--- src/inc/tcv_params.svh ---
`ifndef TCV_PARAMS_SVH
`define TCV_PARAMS_SVH

// ----------------------------------------------------------------------
// Register byte addresses on the APB side.
// ----------------------------------------------------------------------
`define TCV_ADDR_SC 12'h000
`define TCV_ADDR_VH 12'h004
`define TCV_ADDR_VL 12'h008
`define TCV_ADDR_MODE 12'h00c
`define TCV_ADDR_OUT 12'h010

// ----------------------------------------------------------------------
// Field positions of the status/control byte and the mode byte.
// ----------------------------------------------------------------------
`define TCV_SC_FLAG 7
`define TCV_SC_IE 6
`define TCV_SC_MSB 5
`define TCV_SC_MSA 4
`define TCV_SC_EDGE_LEVEL_SEL_HI 3
`define TCV_SC_EDGE_LEVEL_SEL_LO 2
`define TCV_MODE_WRITE_PROTECT_DISABLE 0
`define TCV_MODE_FEN 1
`define TCV_MODE_HALT 2
`define TCV_MODE_CAPTEST 3
`define TCV_MODE_DECAP 4

// ----------------------------------------------------------------------
// Reset values and codes.
// ----------------------------------------------------------------------
`define TCV_WRITE_PROTECT_DISABLE_RESET 1'b1
`define TCV_ELS_OFF 2'h0
`define TCV_ELS_TOGGLE 2'h1
`define TCV_ELS_CLEAR 2'h2
`define TCV_ELS_SET 2'h3
`define TCV_MS_INPUT 2'h0
`define TCV_MS_COMPARE 2'h1
// Counter value at which a completed write pair is moved into the channel value.
`define TCV_UPDATE_POINT 16'h0000

`endif

--- src/inc/tcv_pkg.sv ---
package tcv_pkg;

	// Byte-pair coherency state shared by the read and write latches.
	typedef enum logic [2:0] {
		TCV_IDLE = 3'h1,
		TCV_HIGH = 3'h2,
		TCV_LOW = 3'h4
	} tcv_pair_t;

endpackage

--- src/logic/tcv_pin_sync.sv ---
`timescale 1ns/1ps

// Three-stage synchroniser: a change counts once stages two and three agree.
module tcv_pin_sync (
	input wire logic clk,
	input wire logic rst,
	input wire logic pinIn,
	output logic pinOut
);

	typedef struct packed {
		logic [2:0] stage;
		logic level;
	} tcv_sync_t;

	tcv_sync_t state_reg;
	tcv_sync_t state_next;

	// Only the second stage reads the first one.
	always_comb begin
		state_next = state_reg;
		state_next.stage = {state_reg.stage[1:0], pinIn};
		if (state_reg.stage[1] == state_reg.stage[2]) begin
			state_next.level = state_reg.stage[2];
		end
	end

	// Register the stages.
	always_ff @(posedge clk or posedge rst) begin
		if (rst) begin
			state_reg <= '0;
		end else begin
			state_reg <= state_next;
		end
	end

	assign pinOut = state_reg.level;

endmodule // tcv_pin_sync

--- src/logic/tcv_channel.sv ---
// The placing of the registers and the APB slave port were chosen for this implementation.
`timescale 1ns/1ps
`include "tcv_params.svh"

// Notes on behaviour
// - A channel event sets the flag at bit 7.
// - Flag clears only after a read seeing it set, then a zero write.
// - Writing one to the flag leaves it unchanged.
// - An event between clearing read and write keeps the flag set.
// - Bit 6 enables the channel interrupt; zero means polling only.
// - Mode bits 5:4 are writable only while write protect is disabled.
// - Edge/level bits 3:2 are writable only while write protect is disabled.
// - Bits 1 and 0 read as zero.
// - The value holds the capture in input mode, the match otherwise.
// - In capture modes one byte read latches both until the other is read.
// - Any status/control write resets the read latch, even in halt.
// - Value writes are ignored in input modes.
// - In halt the read latch keeps its state.
// - In halt value reads return live contents.
// - Output-mode value writes go through a coherent write buffer.
// - With enhanced features off, a status/control write resets the write latch.
// - In halt the write latch keeps its state.
// - In halt value writes go straight to the register.
// - Halt writes do not disturb a pending pair; the pair loads buffered bytes.
// - Edge/level code zero leaves the pin unused.
// - Compare mode codes 1, 2, 3 toggle, clear or set the output on match.
module tcv_channel (
	input wire logic clk,
	input wire logic rst,
	input wire logic psel,
	input wire logic penable,
	input wire logic pwrite,
	input wire logic [11:0] paddr,
	input wire logic [31:0] pwdata,
	output logic [31:0] prdata,
	output logic pready,
	output logic pslverr,
	input wire logic [15:0] counterValue,
	input wire logic channelPin,
	input wire logic haltIn,
	output logic channelIrq,
	output logic channelOut,
	output logic pinUsed
);

	// ------------------------------------------------------------------
	// State.
	// ------------------------------------------------------------------
	typedef struct packed {
		logic flag;
		logic flagSeen;
		logic irqEn;
		logic [1:0] modeSel;
		logic [1:0] edgeSel;
		logic wpDisable;
		logic featEn;
		logic capTest;
		logic decapEn;
		logic [15:0] value;
		logic [15:0] readBuf;
		tcv_pkg::tcv_pair_t readPair;
		logic [15:0] writeBuf;
		tcv_pkg::tcv_pair_t writePair;
		logic bufPending;
		logic pinLast;
		logic out;
		logic [31:0] rdata;
		logic ready;
		logic err;
		logic irq;
		logic used;
	} tcv_state_t;

	tcv_state_t state_reg;
	tcv_state_t state_next;
	logic pinSync;
	logic haltSync;

	// ------------------------------------------------------------------
	// Pin and halt synchronisers.
	// ------------------------------------------------------------------
	tcv_pin_sync u_pin_sync (
		.clk(clk),
		.rst(rst),
		.pinIn(channelPin),
		.pinOut(pinSync)
	);

	tcv_pin_sync u_halt_sync (
		.clk(clk),
		.rst(rst),
		.pinIn(haltIn),
		.pinOut(haltSync)
	);

	// Input capture, capture test and dual edge modes count as input modes.
	function automatic logic is_input(input logic [1:0] ms, input logic ct, input logic de);
		is_input = (ms == `TCV_MS_INPUT) || ct || de;
	endfunction

	// Pair state update: the first byte opens the pair, the other closes it.
	function automatic tcv_pkg::tcv_pair_t pair_step(input tcv_pkg::tcv_pair_t p,
			input logic isHigh);
		if (p == tcv_pkg::TCV_IDLE) begin
			pair_step = isHigh ? tcv_pkg::TCV_HIGH : tcv_pkg::TCV_LOW;
		end else if ((p == tcv_pkg::TCV_HIGH) != isHigh) begin
			pair_step = tcv_pkg::TCV_IDLE;
		end else begin
			pair_step = p;
		end
	endfunction

	// ------------------------------------------------------------------
	// Next-state logic.
	// ------------------------------------------------------------------
	logic access;
	logic wr;
	logic rd;
	logic event_;
	logic inMode;
	logic edgeRise;
	logic edgeFall;
	logic match;
	logic [7:0] scRead;
	logic [7:0] byteW;

	// Channel function, bus access and coherency latches in one process.
	always_comb begin
		state_next = state_reg;
		access = psel && penable && !state_reg.ready;
		wr = access && pwrite;
		rd = access && !pwrite;
		byteW = pwdata[7:0];
		inMode = is_input(state_reg.modeSel, state_reg.capTest, state_reg.decapEn);
		edgeRise = pinSync && !state_reg.pinLast;
		edgeFall = !pinSync && state_reg.pinLast;
		match = counterValue == state_reg.value;
		event_ = 1'b0;
		state_next.pinLast = pinSync;
		state_next.used = state_reg.edgeSel != `TCV_ELS_OFF;
		// Capture or compare; an idle edge code disables both.
		if (state_reg.edgeSel != `TCV_ELS_OFF) begin
			if (inMode) begin
				if ((edgeRise && state_reg.edgeSel[0]) || (edgeFall && state_reg.edgeSel[1])) begin
					state_next.value = counterValue;
					event_ = 1'b1;
				end
			end else if (match) begin
				event_ = 1'b1;
				if (state_reg.modeSel == `TCV_MS_COMPARE) begin
					case (state_reg.edgeSel)
						`TCV_ELS_TOGGLE: state_next.out = !state_reg.out;
						`TCV_ELS_CLEAR: state_next.out = 1'b0;
						`TCV_ELS_SET: state_next.out = 1'b1;
						default: state_next.out = state_reg.out;
					endcase
				end
			end
		end
		// Write-buffer transfer at the update point, only for a completed pair.
		// The pending bit keeps a stale buffer from overwriting values written in halt.
		if (!inMode && !haltSync && state_reg.bufPending
				&& state_reg.writePair == tcv_pkg::TCV_IDLE
				&& counterValue == `TCV_UPDATE_POINT) begin
			state_next.value = state_reg.writeBuf;
			state_next.bufPending = 1'b0;
		end
		state_next.ready = access;
		state_next.err = 1'b0;
		state_next.rdata = 32'h0000_0000;
		scRead = {state_reg.flag, state_reg.irqEn, state_reg.modeSel, state_reg.edgeSel, 2'h0};
		if (rd) begin
			case (paddr)
				`TCV_ADDR_SC: begin
					state_next.rdata = {24'h000000, scRead};
					state_next.flagSeen = state_reg.flag;
				end
				`TCV_ADDR_VH, `TCV_ADDR_VL: begin
					if (haltSync) begin
						state_next.rdata = (paddr == `TCV_ADDR_VH) ? {24'h0, state_reg.value[15:8]}
							: {24'h0, state_reg.value[7:0]};
					end else if (inMode) begin
						// Latch both bytes on the first read of a pair.
						if (state_reg.readPair == tcv_pkg::TCV_IDLE) begin
							state_next.readBuf = state_reg.value;
							state_next.rdata = (paddr == `TCV_ADDR_VH) ? {24'h0, state_reg.value[15:8]}
								: {24'h0, state_reg.value[7:0]};
						end else begin
							state_next.rdata = (paddr == `TCV_ADDR_VH)
								? {24'h0, state_reg.readBuf[15:8]} : {24'h0, state_reg.readBuf[7:0]};
						end
						state_next.readPair = pair_step(state_reg.readPair, paddr == `TCV_ADDR_VH);
					end else begin
						state_next.rdata = (paddr == `TCV_ADDR_VH) ? {24'h0, state_reg.value[15:8]}
							: {24'h0, state_reg.value[7:0]};
					end
				end
				`TCV_ADDR_MODE: state_next.rdata = {27'h0, state_reg.decapEn, state_reg.capTest,
					haltSync, state_reg.featEn, state_reg.wpDisable};
				`TCV_ADDR_OUT: state_next.rdata = {30'h0, state_reg.used, state_reg.out};
				default: state_next.err = 1'b1;
			endcase
		end
		if (wr) begin
			case (paddr)
				`TCV_ADDR_SC: begin
					state_next.irqEn = byteW[`TCV_SC_IE];
					if (state_reg.wpDisable) begin
						state_next.modeSel = byteW[`TCV_SC_MSB:`TCV_SC_MSA];
						state_next.edgeSel = byteW[`TCV_SC_EDGE_LEVEL_SEL_HI:`TCV_SC_EDGE_LEVEL_SEL_LO];
					end
					// Zero clears only after a qualifying read and with no new event.
					if (!byteW[`TCV_SC_FLAG] && state_reg.flagSeen && !event_) begin
						state_next.flag = 1'b0;
					end
					state_next.flagSeen = 1'b0;
					state_next.readPair = tcv_pkg::TCV_IDLE;
					if (!state_reg.featEn) begin
						state_next.writePair = tcv_pkg::TCV_IDLE;
					end
				end
				`TCV_ADDR_VH, `TCV_ADDR_VL: begin
					if (!inMode) begin
						if (haltSync) begin
							if (paddr == `TCV_ADDR_VH) begin
								state_next.value[15:8] = byteW;
							end else begin
								state_next.value[7:0] = byteW;
							end
						end else begin
							if (paddr == `TCV_ADDR_VH) begin
								state_next.writeBuf[15:8] = byteW;
							end else begin
								state_next.writeBuf[7:0] = byteW;
							end
							state_next.writePair = pair_step(state_reg.writePair,
								paddr == `TCV_ADDR_VH);
							// Only the byte that closes a pair arms the update.
							if (state_next.writePair == tcv_pkg::TCV_IDLE) begin
								state_next.bufPending = 1'b1;
							end
						end
					end
				end
				`TCV_ADDR_MODE: begin
					state_next.wpDisable = byteW[`TCV_MODE_WRITE_PROTECT_DISABLE];
					state_next.featEn = byteW[`TCV_MODE_FEN];
					state_next.capTest = byteW[`TCV_MODE_CAPTEST];
					state_next.decapEn = byteW[`TCV_MODE_DECAP];
				end
				`TCV_ADDR_OUT: state_next.err = 1'b0;
				default: state_next.err = 1'b1;
			endcase
		end
		// A new event always wins over a clear in the same cycle.
		// An event also voids an earlier qualifying read, so a later zero write is ignored.
		if (event_) begin
			state_next.flag = 1'b1;
			state_next.flagSeen = 1'b0;
		end
		state_next.irq = state_next.flag && state_next.irqEn;
	end

	// ------------------------------------------------------------------
	// State register.
	// ------------------------------------------------------------------
	always_ff @(posedge clk or posedge rst) begin
		if (rst) begin
			state_reg <= '0;
			state_reg.readPair <= tcv_pkg::TCV_IDLE;
			state_reg.writePair <= tcv_pkg::TCV_IDLE;
			state_reg.wpDisable <= `TCV_WRITE_PROTECT_DISABLE_RESET;
		end else begin
			state_reg <= state_next;
		end
	end

	assign prdata = state_reg.rdata;
	assign pready = state_reg.ready;
	assign pslverr = state_reg.err;
	assign channelIrq = state_reg.irq;
	assign channelOut = state_reg.out;
	assign pinUsed = state_reg.used;

	// ------------------------------------------------------------------
	// Checks.
	// ------------------------------------------------------------------
	chk_irq_gate: assert property (@(posedge clk) disable iff (rst)
		channelIrq |-> ($past(state_next.flag) && $past(state_next.irqEn)))
		else $error("Interrupt without flag and enable.");
	chk_one_no_clear: assert property (@(posedge clk) disable iff (rst)
		(wr && paddr == `TCV_ADDR_SC && pwdata[`TCV_SC_FLAG] && state_reg.flag) |=> state_reg.flag)
		else $error("Writing one cleared the flag.");
	chk_clear_needs_read: assert property (@(posedge clk) disable iff (rst)
		(state_reg.flag && !state_reg.flagSeen) |=> state_reg.flag)
		else $error("Flag cleared without a prior read.");
	chk_event_wins: assert property (@(posedge clk) disable iff (rst)
		event_ |=> state_reg.flag)
		else $error("Event lost during clear.");
	chk_res_zero: assert property (@(posedge clk) disable iff (rst)
		(rd && paddr == `TCV_ADDR_SC) |=> (prdata[1:0] == 2'h0 && pready))
		else $error("Reserved bits not zero.");
	chk_wp_mode: assert property (@(posedge clk) disable iff (rst)
		(wr && paddr == `TCV_ADDR_SC && !state_reg.wpDisable) |=> $stable(state_reg.modeSel))
		else $error("Protected mode bits changed.");
	chk_wp_edge: assert property (@(posedge clk) disable iff (rst)
		(wr && paddr == `TCV_ADDR_SC && !state_reg.wpDisable) |=> $stable(state_reg.edgeSel))
		else $error("Protected edge bits changed.");
	chk_sc_read_unlatch: assert property (@(posedge clk) disable iff (rst)
		(wr && paddr == `TCV_ADDR_SC) |=> state_reg.readPair == tcv_pkg::TCV_IDLE)
		else $error("Read latch not reset.");
	chk_halt_rlatch: assert property (@(posedge clk) disable iff (rst)
		(haltSync && rd) |=> $stable(state_reg.readPair))
		else $error("Read latch moved in halt.");
	chk_halt_wlatch: assert property (@(posedge clk) disable iff (rst)
		(haltSync && wr && paddr != `TCV_ADDR_SC) |=> $stable(state_reg.writePair))
		else $error("Write latch moved in halt.");
	chk_input_nowrite: assert property (@(posedge clk) disable iff (rst)
		(inMode && wr && paddr == `TCV_ADDR_VH) |=> $stable(state_reg.writeBuf))
		else $error("Value written in input mode.");
	chk_pin_off: assert property (@(posedge clk) disable iff (rst)
		(state_reg.edgeSel == `TCV_ELS_OFF) |-> (!event_ ##1 !pinUsed))
		else $error("Pin used while disabled.");
	chk_late_event: assert property (@(posedge clk) disable iff (rst)
		event_ |=> !state_reg.flagSeen)
		else $error("Event did not void the clearing read.");
	chk_sc_wunlatch: assert property (@(posedge clk) disable iff (rst)
		(wr && paddr == `TCV_ADDR_SC && !state_reg.featEn) |=>
			state_reg.writePair == tcv_pkg::TCV_IDLE)
		else $error("Write latch not reset.");
	chk_capture_value: assert property (@(posedge clk) disable iff (rst)
		(inMode && event_) |=> state_reg.value == $past(counterValue))
		else $error("Capture did not store the counter.");
	chk_halt_direct: assert property (@(posedge clk) disable iff (rst)
		(haltSync && !inMode && wr && paddr == `TCV_ADDR_VL) |=>
			state_reg.value[7:0] == $past(pwdata[7:0]))
		else $error("Halt write did not reach the value.");
	// Cover the main scenarios: capture, clear, halt write, late event, buffered update.
	cov_capture: cover property (@(posedge clk) disable iff (rst) inMode && event_);
	cov_clear: cover property (@(posedge clk) disable iff (rst) $fell(state_reg.flag));
	cov_halt_write: cover property (@(posedge clk) disable iff (rst) haltSync && wr);
	cov_late_event: cover property (@(posedge clk) disable iff (rst) event_ && state_reg.flagSeen);
	cov_pair_update: cover property (@(posedge clk) disable iff (rst) $fell(state_reg.bufPending));

endmodule // tcv_channel

--- config.mk ---
export PLATFORM = sky130hd
export DESIGN_NAME = tcv_channel
export DESIGN_NICKNAME = d
export VERILOG_FILES = /design/src/inc/tcv_pkg.sv /design/src/logic/tcv_pin_sync.sv /design/src/logic/tcv_channel.sv
export VERILOG_INCLUDE_DIRS = /design/src /design/src/inc
export SDC_FILE = /design/constraint.sdc
export NUM_CORES = 1
export LEC_CHECK = 0
export BUFFER_PORTS_ARGS = -buffer_cell sky130_fd_sc_hd__buf_4
export CORE_MARGIN = 4
export CORE_UTILIZATION = 30
export CTS_BUF_LIST = sky130_fd_sc_hd__clkbuf_16
export DETAILED_ROUTE_END_ITERATION = 16
export PLACE_DENSITY_LB_ADDON = 0.12
export SLEW_MARGIN = 5
export SYNTH_ARGS = -nofsm -noshare
export SYNTH_HDL_FRONTEND = slang
export SYNTH_HIERARCHICAL = 1
export SYNTH_SLANG_ARGS = --single-unit
export TNS_END_PERCENT = 10
--- constraint.sdc ---
create_clock -name clk -period 5.18 [get_ports clk]
set_input_delay 0.518 -clock clk [delete_from_list [all_inputs] [get_ports clk]]
set_output_delay 0.518 -clock clk [all_outputs]
set_load 0.02 [all_outputs]
==> run metrics, run 1 <==
clk_skew=0.00724 ns; CP arrival=3.08 ns; Internal=1.10 mW; fmax=roughly 350 MHz; CP Cell Sequence=or2_1 > a22oi_2 > mux2_2 > mux2_1 > mux2_2; max reg flops=61; postcts setup bufs=0; Slew @ Worst Pin=1.07 ns; GRT Residual Overflow=0; Post-Route WL=13.4 mm; CTS Sinks=88; Reg2Reg Setup Slack=roughly 2.3 ns; syn_area_per_cell=11.4 um^2; Leakage Power=about 2.6 nW; Hold Vio Cnt, Final=0; Slew Limit Fails=0; Pwr Density=255 mW/mm^2; ys flop type=dfrtp_1; synth unique cells=just under 70; RSZ-0062 raised after global routing=no; Tcrit/Tclk final=between 50% and 60%; most common cell after layout, fill and taps aside=dfrtp_1; final setup fails=0; Combinational Power Share=under 10%; site row count=46; die width=about 140 um; DIE AREA=roughly 0.019 mm^2; MaxCap Viol Count=0; layout cells sized above 1=around 34%; Clk pin slew, worst setup/hold paths=around 0.060 ns; Critical-path top delay cell=a22oi_2; most used cell, CP=mux2_2; H-tree levels=3; 1st-iter DRT viols=197; post-synth top area share=43.2%; CTS Buffer Depth=2; Slew HR=28.5%; largest net degree at the start of global routing=81; number of synthesized flops with an enable pin=0; clk root buf=clkbuf_16; CP max stage delay=0.92 ns; ranking of synthesized cells by area=dfrtp_1 43%, mux2_2 14%, buf_4 5.0%, xnor2_1 3.0%, mux2i_1 2.6%; placed insts=685; Post-Syn Area=0.00493 mm^2; wire length of the first global-routing pass=approximately 21 mm; Final Non-Filler Cells=roughly 700; Synth async-reset ratio=100%; #FFs+latches synth=88; vias in the first global route=3566; maximum vdd drop=~0.16 mV; warnings from Yosys=6; # diodes=0; post-layout net count=between 500 and 600; switching share of total power=24.2%; outcome=finished, final reports clean; Layout area overhead=15.6%; CP bufs+invs=0; critical path startpoint category=flip-flop; Top Ports=104; Hold Crit Class=in -> async; Via Count=3479; initial antenna violation count=0; placed instance area=0.00542 mm^2; vias per std cell=4.98; Final Wtd Congestion=0.815; cell accounting for the most synthesized area=dfrtp_1; Post-CTS Hold Buffers=0; Max FO, Critical Path=16; Seq pwr share=48.0%; critical path type=reg -> reg; post-synthesis sequential area ratio=44.8%; DR WL/cell=19.2 um; initial core utilization=approximately 31%; WP data required=roughly 5.4 ns; Post-DP HPWL=9.64 mm; residual DRC count=0; setup total negative slack=0 ns; CTS tree=yes; all-layer global routing usage=between 10% and 20%; Tmin final=~2.9 ns; Psw=352 uW; Clk pwr share=a little over two fifths; cell family with most CP delay=multiplexers; Final Cell Area=0.00570 mm^2; Port Buffer Count=55; Post-CTS Resized=0; core area=0.0160 mm^2; Worst-Skew Late Latency=0.34 ns; post-route ant nets=0; drt pass-1 iters=4; Crit. End Element=flip-flop; most frequent cells in the layout=85 x dfrtp_1, 61 x mux2_2, 59 x buf_4; Chip Height=136 um; CTS Buf Count=9; post-synthesis instance total=about 430
[worst paths after layout]
| kind | depth (start not counted) | from | end |
|---|---|---|---|
| setup / recovery | 5 | scRead[5] | state_reg[92] |
| hold / removal | 2 | rst | u_pin_sync/pinOut |
| setup reg to reg | 5 | scRead[5] | state_reg[92] |
| hold reg to reg | 0 | u_halt_sync/state_next[2] | u_halt_sync/state_next[3] |
| max in group asynchronous | 3 | rst | state_reg[92] |
| min in group clk | 1 | haltIn | u_halt_sync/state_next[2] |
[cell type report]
class,instances,area [um^2]
well taps,216,270
clock buffers,9,225
inverters,10,38.8
flip-flops and latches,88,2210
fillers,1650,10300
repair buffers,59,443
clock inverters,5,50.0
multi-input cells,312,2460
[per-stage QoR]
step	power (mW)	setup slack, ns	utilization, %	hold slack (ns)
floorplan	0.789	2.62	-	0.284
global placement	0.833	2.20	33.9	0.333
detailed placement	0.834	2.21	33.9	0.336
CTS	1.47	2.32	35.6	0.0667
global route	1.51	2.20	35.6	0.0940
finish	1.45	2.33	35.6	0.0747
[logic make-up after synthesis]
family | Yosys count | synth area share (%)
other | 1 | 0.0761
AOI/OAI and AO/OA | 72 | 10.4
muxes | 84 | 19.3
buffers and inverters | 54 | 7.14
adders and majority gates | 2 | 0.457
and+or+nand+nor | 112 | 14.6
xor gates and xnor gates | 18 | 3.20
DFF | 88 | 44.8
[worst reg2reg max path: cells and delay by family, from the launching register on]
kind	cells	cell delay, ns
multiplexers	3	0.97
AND/OR/NAND/NOR	1	0.44
AO/OA/AOI/OAI	1	0.92
flip-flops	1	0.41
[cells in the mapped netlist, drive strengths merged, types with 2 or more instances]
| master | count |
|---|---|
| nand2b | 4 |
| buf | 41 |
| nand3b | 3 |
| o22ai | 2 |
| nor2b | 15 |
| maj3 | 2 |
| nor4b | 2 |
| o21ai | 25 |
| dfrtp | 85 |
| clkbuf | 3 |
| o2111ai | 2 |
| nor2 | 20 |
| mux2i | 13 |
| a21oi | 8 |
| nand4 | 9 |
| a32o | 2 |
| a211oi | 13 |
| or4 | 3 |
| or2 | 3 |
| o21a | 2 |
| nor3b | 2 |
| o2bb2ai | 3 |
| or3 | 3 |
| xnor2 | 17 |
| and3 | 2 |
| nor3 | 6 |
| nand2 | 22 |
| a41oi | 2 |
| nand3 | 5 |
| inv | 10 |
| nor4 | 8 |
| mux2 | 69 |
| a21boi | 3 |
| dfstp | 3 |
| and2 | 2 |
| mux4 | 2 |
[power by group through the flow]
stage                     registers, mW  logic, mW  clock network [mW]
after detailed placement          0.711      0.123                   0
after global routing              0.698      0.133               0.683
after floorplan                   0.710     0.0782                   0
after global placement            0.710      0.122                   0
after CTS                         0.698      0.123               0.653
final                             0.698      0.121               0.634
[routing by layer]
| layer | part of all wire (%) | global-route usage, % | vias up |
|---|---|---|---|
| li1 | - | - | 1620 |
| met1 | 45 | 20.3 | 1732 |
| met2 | 48 | 24.5 | 112 |
| met3 | 5.3 | 2.59 | 15 |
| met4 | 1.7 | 5.54 | 0 |
| met5 | 0 | 0 | - |
No activity file was read; power rests on OpenSTA's default activity.
==> inputs of run 2 (changes only) <==
Clock period 5.18 ns to 2.7 ns, I/O delays scaled along.
==> run 2 against run 1 <==
Compared with the run above:
- total power rose by 110%
- non-clock buffer count rose by 12
- clock power rose by 120%
- core utilization rose by 1.0 points
- die area did not move
- combinational power rose by 96%
- wire length barely moved
- count of clock-buffer cells in the layout did not move
- design area rose by 2.9%
- setup slack got worse by 2.1 ns
- global-route usage rose by 0.14 points
- register-to-register slack got worse by 2.1 ns
- critical path type unchanged
- critical endpoint is now state_reg[87]
- largest cell class unchanged
==> run metrics, run 2 (same netlist as run 1, synthesis figures left out) <==
Post-DP HPWL=9.80 mm; Reg2Reg Setup Slack=0.25 ns; Worst-Skew Late Latency=0.35 ns; Min-Delay Path Depth=1; Top Ports=104; initial core utilization=30.8%; critical path type=reg -> reg; MaxCap Viol Count=0; Clk pin slew, worst setup/hold paths=0.07 ns; post-layout net count=559; Crit. End Element=flip-flop; WP data required=roughly 2.9 ns; Final Wtd Congestion=approximately 0.78; max reg flops=between 60 and 70; H-tree levels=3; most common cell after layout, fill and taps aside=dfrtp_1; layout cells sized above 1=35.4%; initial antenna violation count=0; vias in the first global route=3568; Post-CTS Resized=0; site row count=46; Critical-path top delay cell=or4_4; Via Count=around 3500; Slew Limit Fails=0; CP Cell Sequence=or2_1 > nand3_4 > or4_4 > mux2_1 > mux2_2; DIE AREA=0.0185 mm^2; residual DRC count=0; Port Buffer Count=55; Hold Vio Cnt, Final=0; CP bufs+invs=0; RSZ-0062 raised after global routing=no; CTS Buffer Depth=2; clk_skew=0.00591 ns; Tcrit/Tclk final=90.7%; clk root buf=clkbuf_16; Post-Route WL=13.4 mm; largest net degree at the start of global routing=81; Multi-input gate area=0.00246 mm^2; vias per std cell=approximately 5; drt pass-1 iters=4; fmax=409 MHz; register area=0.00221 mm^2; CP arrival=between 2 and 3 ns; WP depth=5; cell family with most CP delay=simple AND/OR/NAND/NOR gates; most frequent cells in the layout=85 x dfrtp_1, 68 x buf_4, 61 x mux2_2; Chip Height=136 um; 1st-iter DRT viols=219; all-layer global routing usage=~15%; post-route ant nets=0; critical path startpoint category=flip-flop; Slew HR=a little under half; core area=0.0160 mm^2; Slew @ Worst Pin=0.794 ns; outcome=finished, final reports clean; GRT Residual Overflow=0; Leakage Power=2.69 nW; wire length of the first global-routing pass=between 20 and 25 mm; CTS tree=yes; setup total negative slack=0 ns; Hold Crit Class=in -> reg; maximum vdd drop=about 0.25 mV; die width=136 um; CTS Sinks=88; R2R cell count=5; Tmin final=2.45 ns; CTS Buf Count=9; Util after Layout=36.6%; final setup fails=0; DR WL/cell=about 19 um; Layout area overhead=18.9%; # diodes=0; FILL cells=1660; CP max stage delay=~0.65 ns; Max FO, Critical Path=8; postcts setup bufs=0; Pwr Density=slightly above 500 mW/mm^2
==> run 2: cell types whose count changed in the layout (fill, tap and decap cells not counted) <==
| cell | before | now |
|---|---|---|
| buf_4 | 59 | 68 |
| buf_12 | 0 | 2 |
| clkinv_1 | 2 | 0 |
| inv_6 | 0 | 2 |
| bufinv_16 | 1 | 2 |
| clkinv_4 | 0 | 1 |
| clkinvlp_4 | 1 | 0 |
| dlygate4sd3_1 | 0 | 1 |
| inv_8 | 0 | 1 |
| nor4_1 | 2 | 3 |
| nor4_2 | 3 | 2 |
==> run 2: power breakdown <==
part	total [mW]	leakage, nW	internal, mW	switching (mW)
registers	1.34	1.19	1.33	0.00919
logic	0.237	1.34	0.0877	0.149
clock network	1.41	0.162	0.825	0.584
==> run 2: final timing paths <==
path                                                start                   endpoint
worst min-delay path                           channelPin   u_pin_sync/state_next[2]
worst max-delay path                            scRead[4]              state_reg[87]
max in group asynchronous                             rst              state_reg[82]
worst min register to register  u_halt_sync/state_next[2]  u_halt_sync/state_next[3]
min in group asynchronous                             rst   u_pin_sync/state_next[2]
worst max register to register                  scRead[4]              state_reg[87]
==> run 2: layout make-up <==
type                            instances  share of cell area, %
Tap cell                              216                   4.61
Sequential cell                        88                   37.6
Inverter                               10                  0.662
Clock inverter                          7                   1.75
Timing Repair Buffer                   71                   9.57
Clock buffer                            9                   3.84
Multi-Input combinational cell        312                   41.9
==> run 2: timing repair <==
| action | CTS | global route |
|---|---|---|
| hold buffers | 1 | 0 |
| endpoints found under the hold margin | 8 | 0 |
| setup endpoints to repair | 0 | 0 |
==> run 2: metrics by stage <==
stage / worst slack [ns] / cell area [um^2] / total power [mW] / hold slack (ns) / instances
global placement: 0.290 / 5520 / 1.60 / 0.184 / 696
CTS: 0.260 / 5860 / 3.03 / 0.00649 / 713
finish: 0.252 / 5860 / 2.98 / 0.0211 / 713
detailed placement: 0.274 / 5520 / 1.60 / 0.190 / 696
global route: 0.142 / 5860 / 3.10 / 0.0131 / 713
floorplan: 0.383 / 5010 / 1.51 / 0.0361 / 454
==> run 2: layer usage <==
metal	vias to the layer above	track usage (%)	part of all wire, %
met2	68	24.5	48
li1	1646	-	-
met1	1762	21.0	48
met3	11	2.41	3.2
met4	0	5.26	1.4
met5	-	0	0
==> inputs of run 3 (changes only) <==
Settings changed: ABC_AREA from default to 1, CTS_BUF_LIST sky130_fd_sc_hd__clkbuf_16 to default.
==> run 3 against run 2 <==
Compared with the run above:
- area after synthesis grew 5.0%
- count of clock-buffer cells in the layout grew 2
- combinational power shrank 2%
- first-iteration DRC count shrank 0.91%
- highest routed layer unchanged
- maximum frequency grew 17%
- core utilization shrank 0.95 points
- critical path depth grew 5
- die area grew 4.7%
- synthesized cell count grew 61%
- via count grew 27%
- critical path type unchanged
- total power shrank 2.4%
==> run metrics, run 3 <==
CP arrival=2.33 ns; placed instance area=~0.0057 mm^2; final setup fails=0; Layout area overhead=15.6%; Post-Route WL=roughly 14 mm; cell accounting for the most synthesized area=dfrtp_1; Worst-Skew Late Latency=0.34 ns; Leakage Power=2.99 nW; number of synthesized flops with an enable pin=0; clk_skew=just under 0.007 ns; vias per std cell=approximately 4.6; Post-CTS Resized=0; most frequent cells in the layout=191 x nand2_1, 114 x nand3_1, 85 x dfrtp_1; post-synth top area share=41.1%; Tcrit/Tclk final=77.8%; DR WL/cell=15.1 um; most common cell after layout, fill and taps aside=nand2_1; critical path type=reg -> reg; Critical-path top delay cell=dfrtp_1; core area=roughly 0.017 mm^2; site row count=47; all-layer global routing usage=15.2%; clk root buf=clkbuf_16; setup total negative slack=0 ns; critical path startpoint category=flip-flop; CP max stage delay=around 0.43 ns; #FFs+latches synth=88; Synth async-reset ratio=100%; Commonest cells post-synth=191 x nand2_1, 114 x nand3_1, 85 x dfrtp_1; CTS tree=yes; MaxCap Viol Count=0; largest net degree at the start of global routing=41; warnings from Yosys=6; Tmin final=between 2 and 2.5 ns; 1st-iter DRT viols=around 220; CP bufs+invs=1; Via Count=4423; # diodes=0; Max FO, Critical Path=22; post-synthesis sequential area ratio=a little over two fifths; Slew Limit Fails=0; Chip Height=around 140 um; Post-DP HPWL=11.5 mm; most numerous cell in the Yosys netlist=nand2_1; Crit. End Element=flip-flop; Port Buffer Count=between 50 and 60; CTS Buf Count=9; DIE AREA=~0.019 mm^2; outcome=finished, final reports clean; die width=139 um; post-route ant nets=0; Final Cell Area=between 0.005 and 0.006 mm^2; post-synthesis instance total=692; Hold Vio Cnt, Final=0; synth unique cells=37; WP data required=2.93 ns; worst hold margin=0.0330 ns; Post-Syn Area=0.00517 mm^2; max reg flops=between 60 and 70; cell family with most CP delay=simple AND/OR/NAND/NOR gates; ranking of synthesized cells by area=dfrtp_1 41%, nand2_1 14%, nand3_1 11%, inv_1 5.8%, buf_4 5.2%; syn_area_per_cell=7.48 um^2; CP Cell Sequence=nor2_1 > nor2_4 > inv_2 > nand3b_1 > nand3_1 > nand2_1 > nand2_1 > nand2_1 > nand2_1 > nand2_1; most used cell, CP=nand2_1; initial core utilization=30.9%; GRT Residual Overflow=0; drt pass-1 iters=5; residual DRC count=0; CTS Sinks=88; ys flop type=dfrtp_1; Pwr Density=487 mW/mm^2; Clk pin slew, worst setup/hold paths=0.07 ns; Hold Crit Class=in -> reg; Slew @ Worst Pin=0.668 ns; CTS Buffer Depth=2; fmax=476 MHz; RSZ-0062 raised after global routing=no; Final Wtd Congestion=0.829; Slew HR=55.3%; layout cells sized above 1=14.0%; post-layout net count=803; vias in the first global route=4399; wire length of the first global-routing pass=23.4 mm; Top Ports=between 100 and 150; initial antenna violation count=0; H-tree levels=3; maximum vdd drop=0.273 mV
==> run 3: cell count changes after synthesis, moves of 13 or more <==
cell,before,now
inv_1,10,80
mux2_2,61,0
mux2i_1,13,0
nand2_1,21,191
nand3_1,4,114
nand3b_1,3,24
nor2_1,19,35
nor2b_1,15,0
o21ai_1,2,17
==> run 3: stage by stage <==
step	utilization, %	std cells	power, mW	setup slack [ns]
after floorplan	-	715	1.51	0.383
after global placement	33.7	944	1.60	0.589
after detailed placement	33.7	944	1.60	0.556
after CTS	35.7	961	2.95	0.540
after global routing	35.7	961	3.02	0.363
final	35.7	961	2.91	0.599
==> run 3: cell type report <==
| class | instances | area [um^2] |
|---|---|---|
| tap | 220 | 275 |
| sequential | 88 | 2210 |
| clock buffer | 11 | 233 |
| fill | 1783 | 10800 |
| timing repair buffer | 63 | 488 |
| inverter | 82 | 309 |
| clock inverter | 5 | 81.3 |
| multi-input combinational | 492 | 2390 |
==> run 3: cell families after synthesis <==
kind of cell | Yosys count | share of synthesized area, %
flops | 88 | 42.6
simple gates | 395 | 36.2
other cells | 1 | 0.0725
xor+xnor | 8 | 1.35
compound gates | 65 | 6.80
buf+inv | 135 | 12.9
==> run 3: final timing paths <==
| check | slack (ns) | start | depth (start not counted) | endpoint |
|---|---|---|---|---|
| max in group asynchronous | 1.55 | rst | 4 | state_reg[96] |
| worst min register to register | 0.35 | u_pin_sync/state_next[2] | 0 | u_pin_sync/state_next[3] |
| worst max-delay path | 0.60 | scRead[5] | 10 | prdata[3] |
| worst min-delay path | 0.03 | haltIn | 1 | u_halt_sync/state_next[2] |
| min in group asynchronous | 0.39 | rst | 3 | u_pin_sync/pinOut |
| worst max register to register | 0.60 | scRead[5] | 10 | prdata[3] |
==> run 3: worst reg2reg max path, cell delays in order, from the launching register on <==
cell,delay [ns]
dfrtp_1,0.43
nor2_1,0.21
nor2_4,0.09
inv_2,0.31
nand3b_1,0.38
nand3_1,0.19
nand2_1,0.12
nand2_1,0.09
nand2_1,0.05
nand2_1,0.05
nand2_1,0.05
==> run 3: repair_timing <==
action / 4_1_cts / 5_1_grt
buffers inserted: 0 / 0
hold buffers: 1 / 0
setup endpoints to repair: 0 / 0
hold endpoints to repair: 31 / 0
==> run 3: report_power, final <==
group | switching [mW] | total [mW] | leakage [nW] | internal, mW
clock | 0.525 | 1.34 | 0.150 | 0.813
sequential | 0.00938 | 1.34 | 1.10 | 1.33
combinational | 0.158 | 0.233 | 1.74 | 0.0750
total | 0.692 | 2.91 | 2.99 | 2.22
==> run 3: metal layers <==
layer	vias up	GRT usage [%]	wire length [um]	share of wire (%)
met2	98	23.4	6510	45
met4	0	6.80	446	3.1
met1	2053	20.8	7010	48
li1	2246	-	-	-
met5	-	0	0	0
met3	26	2.64	524	3.6
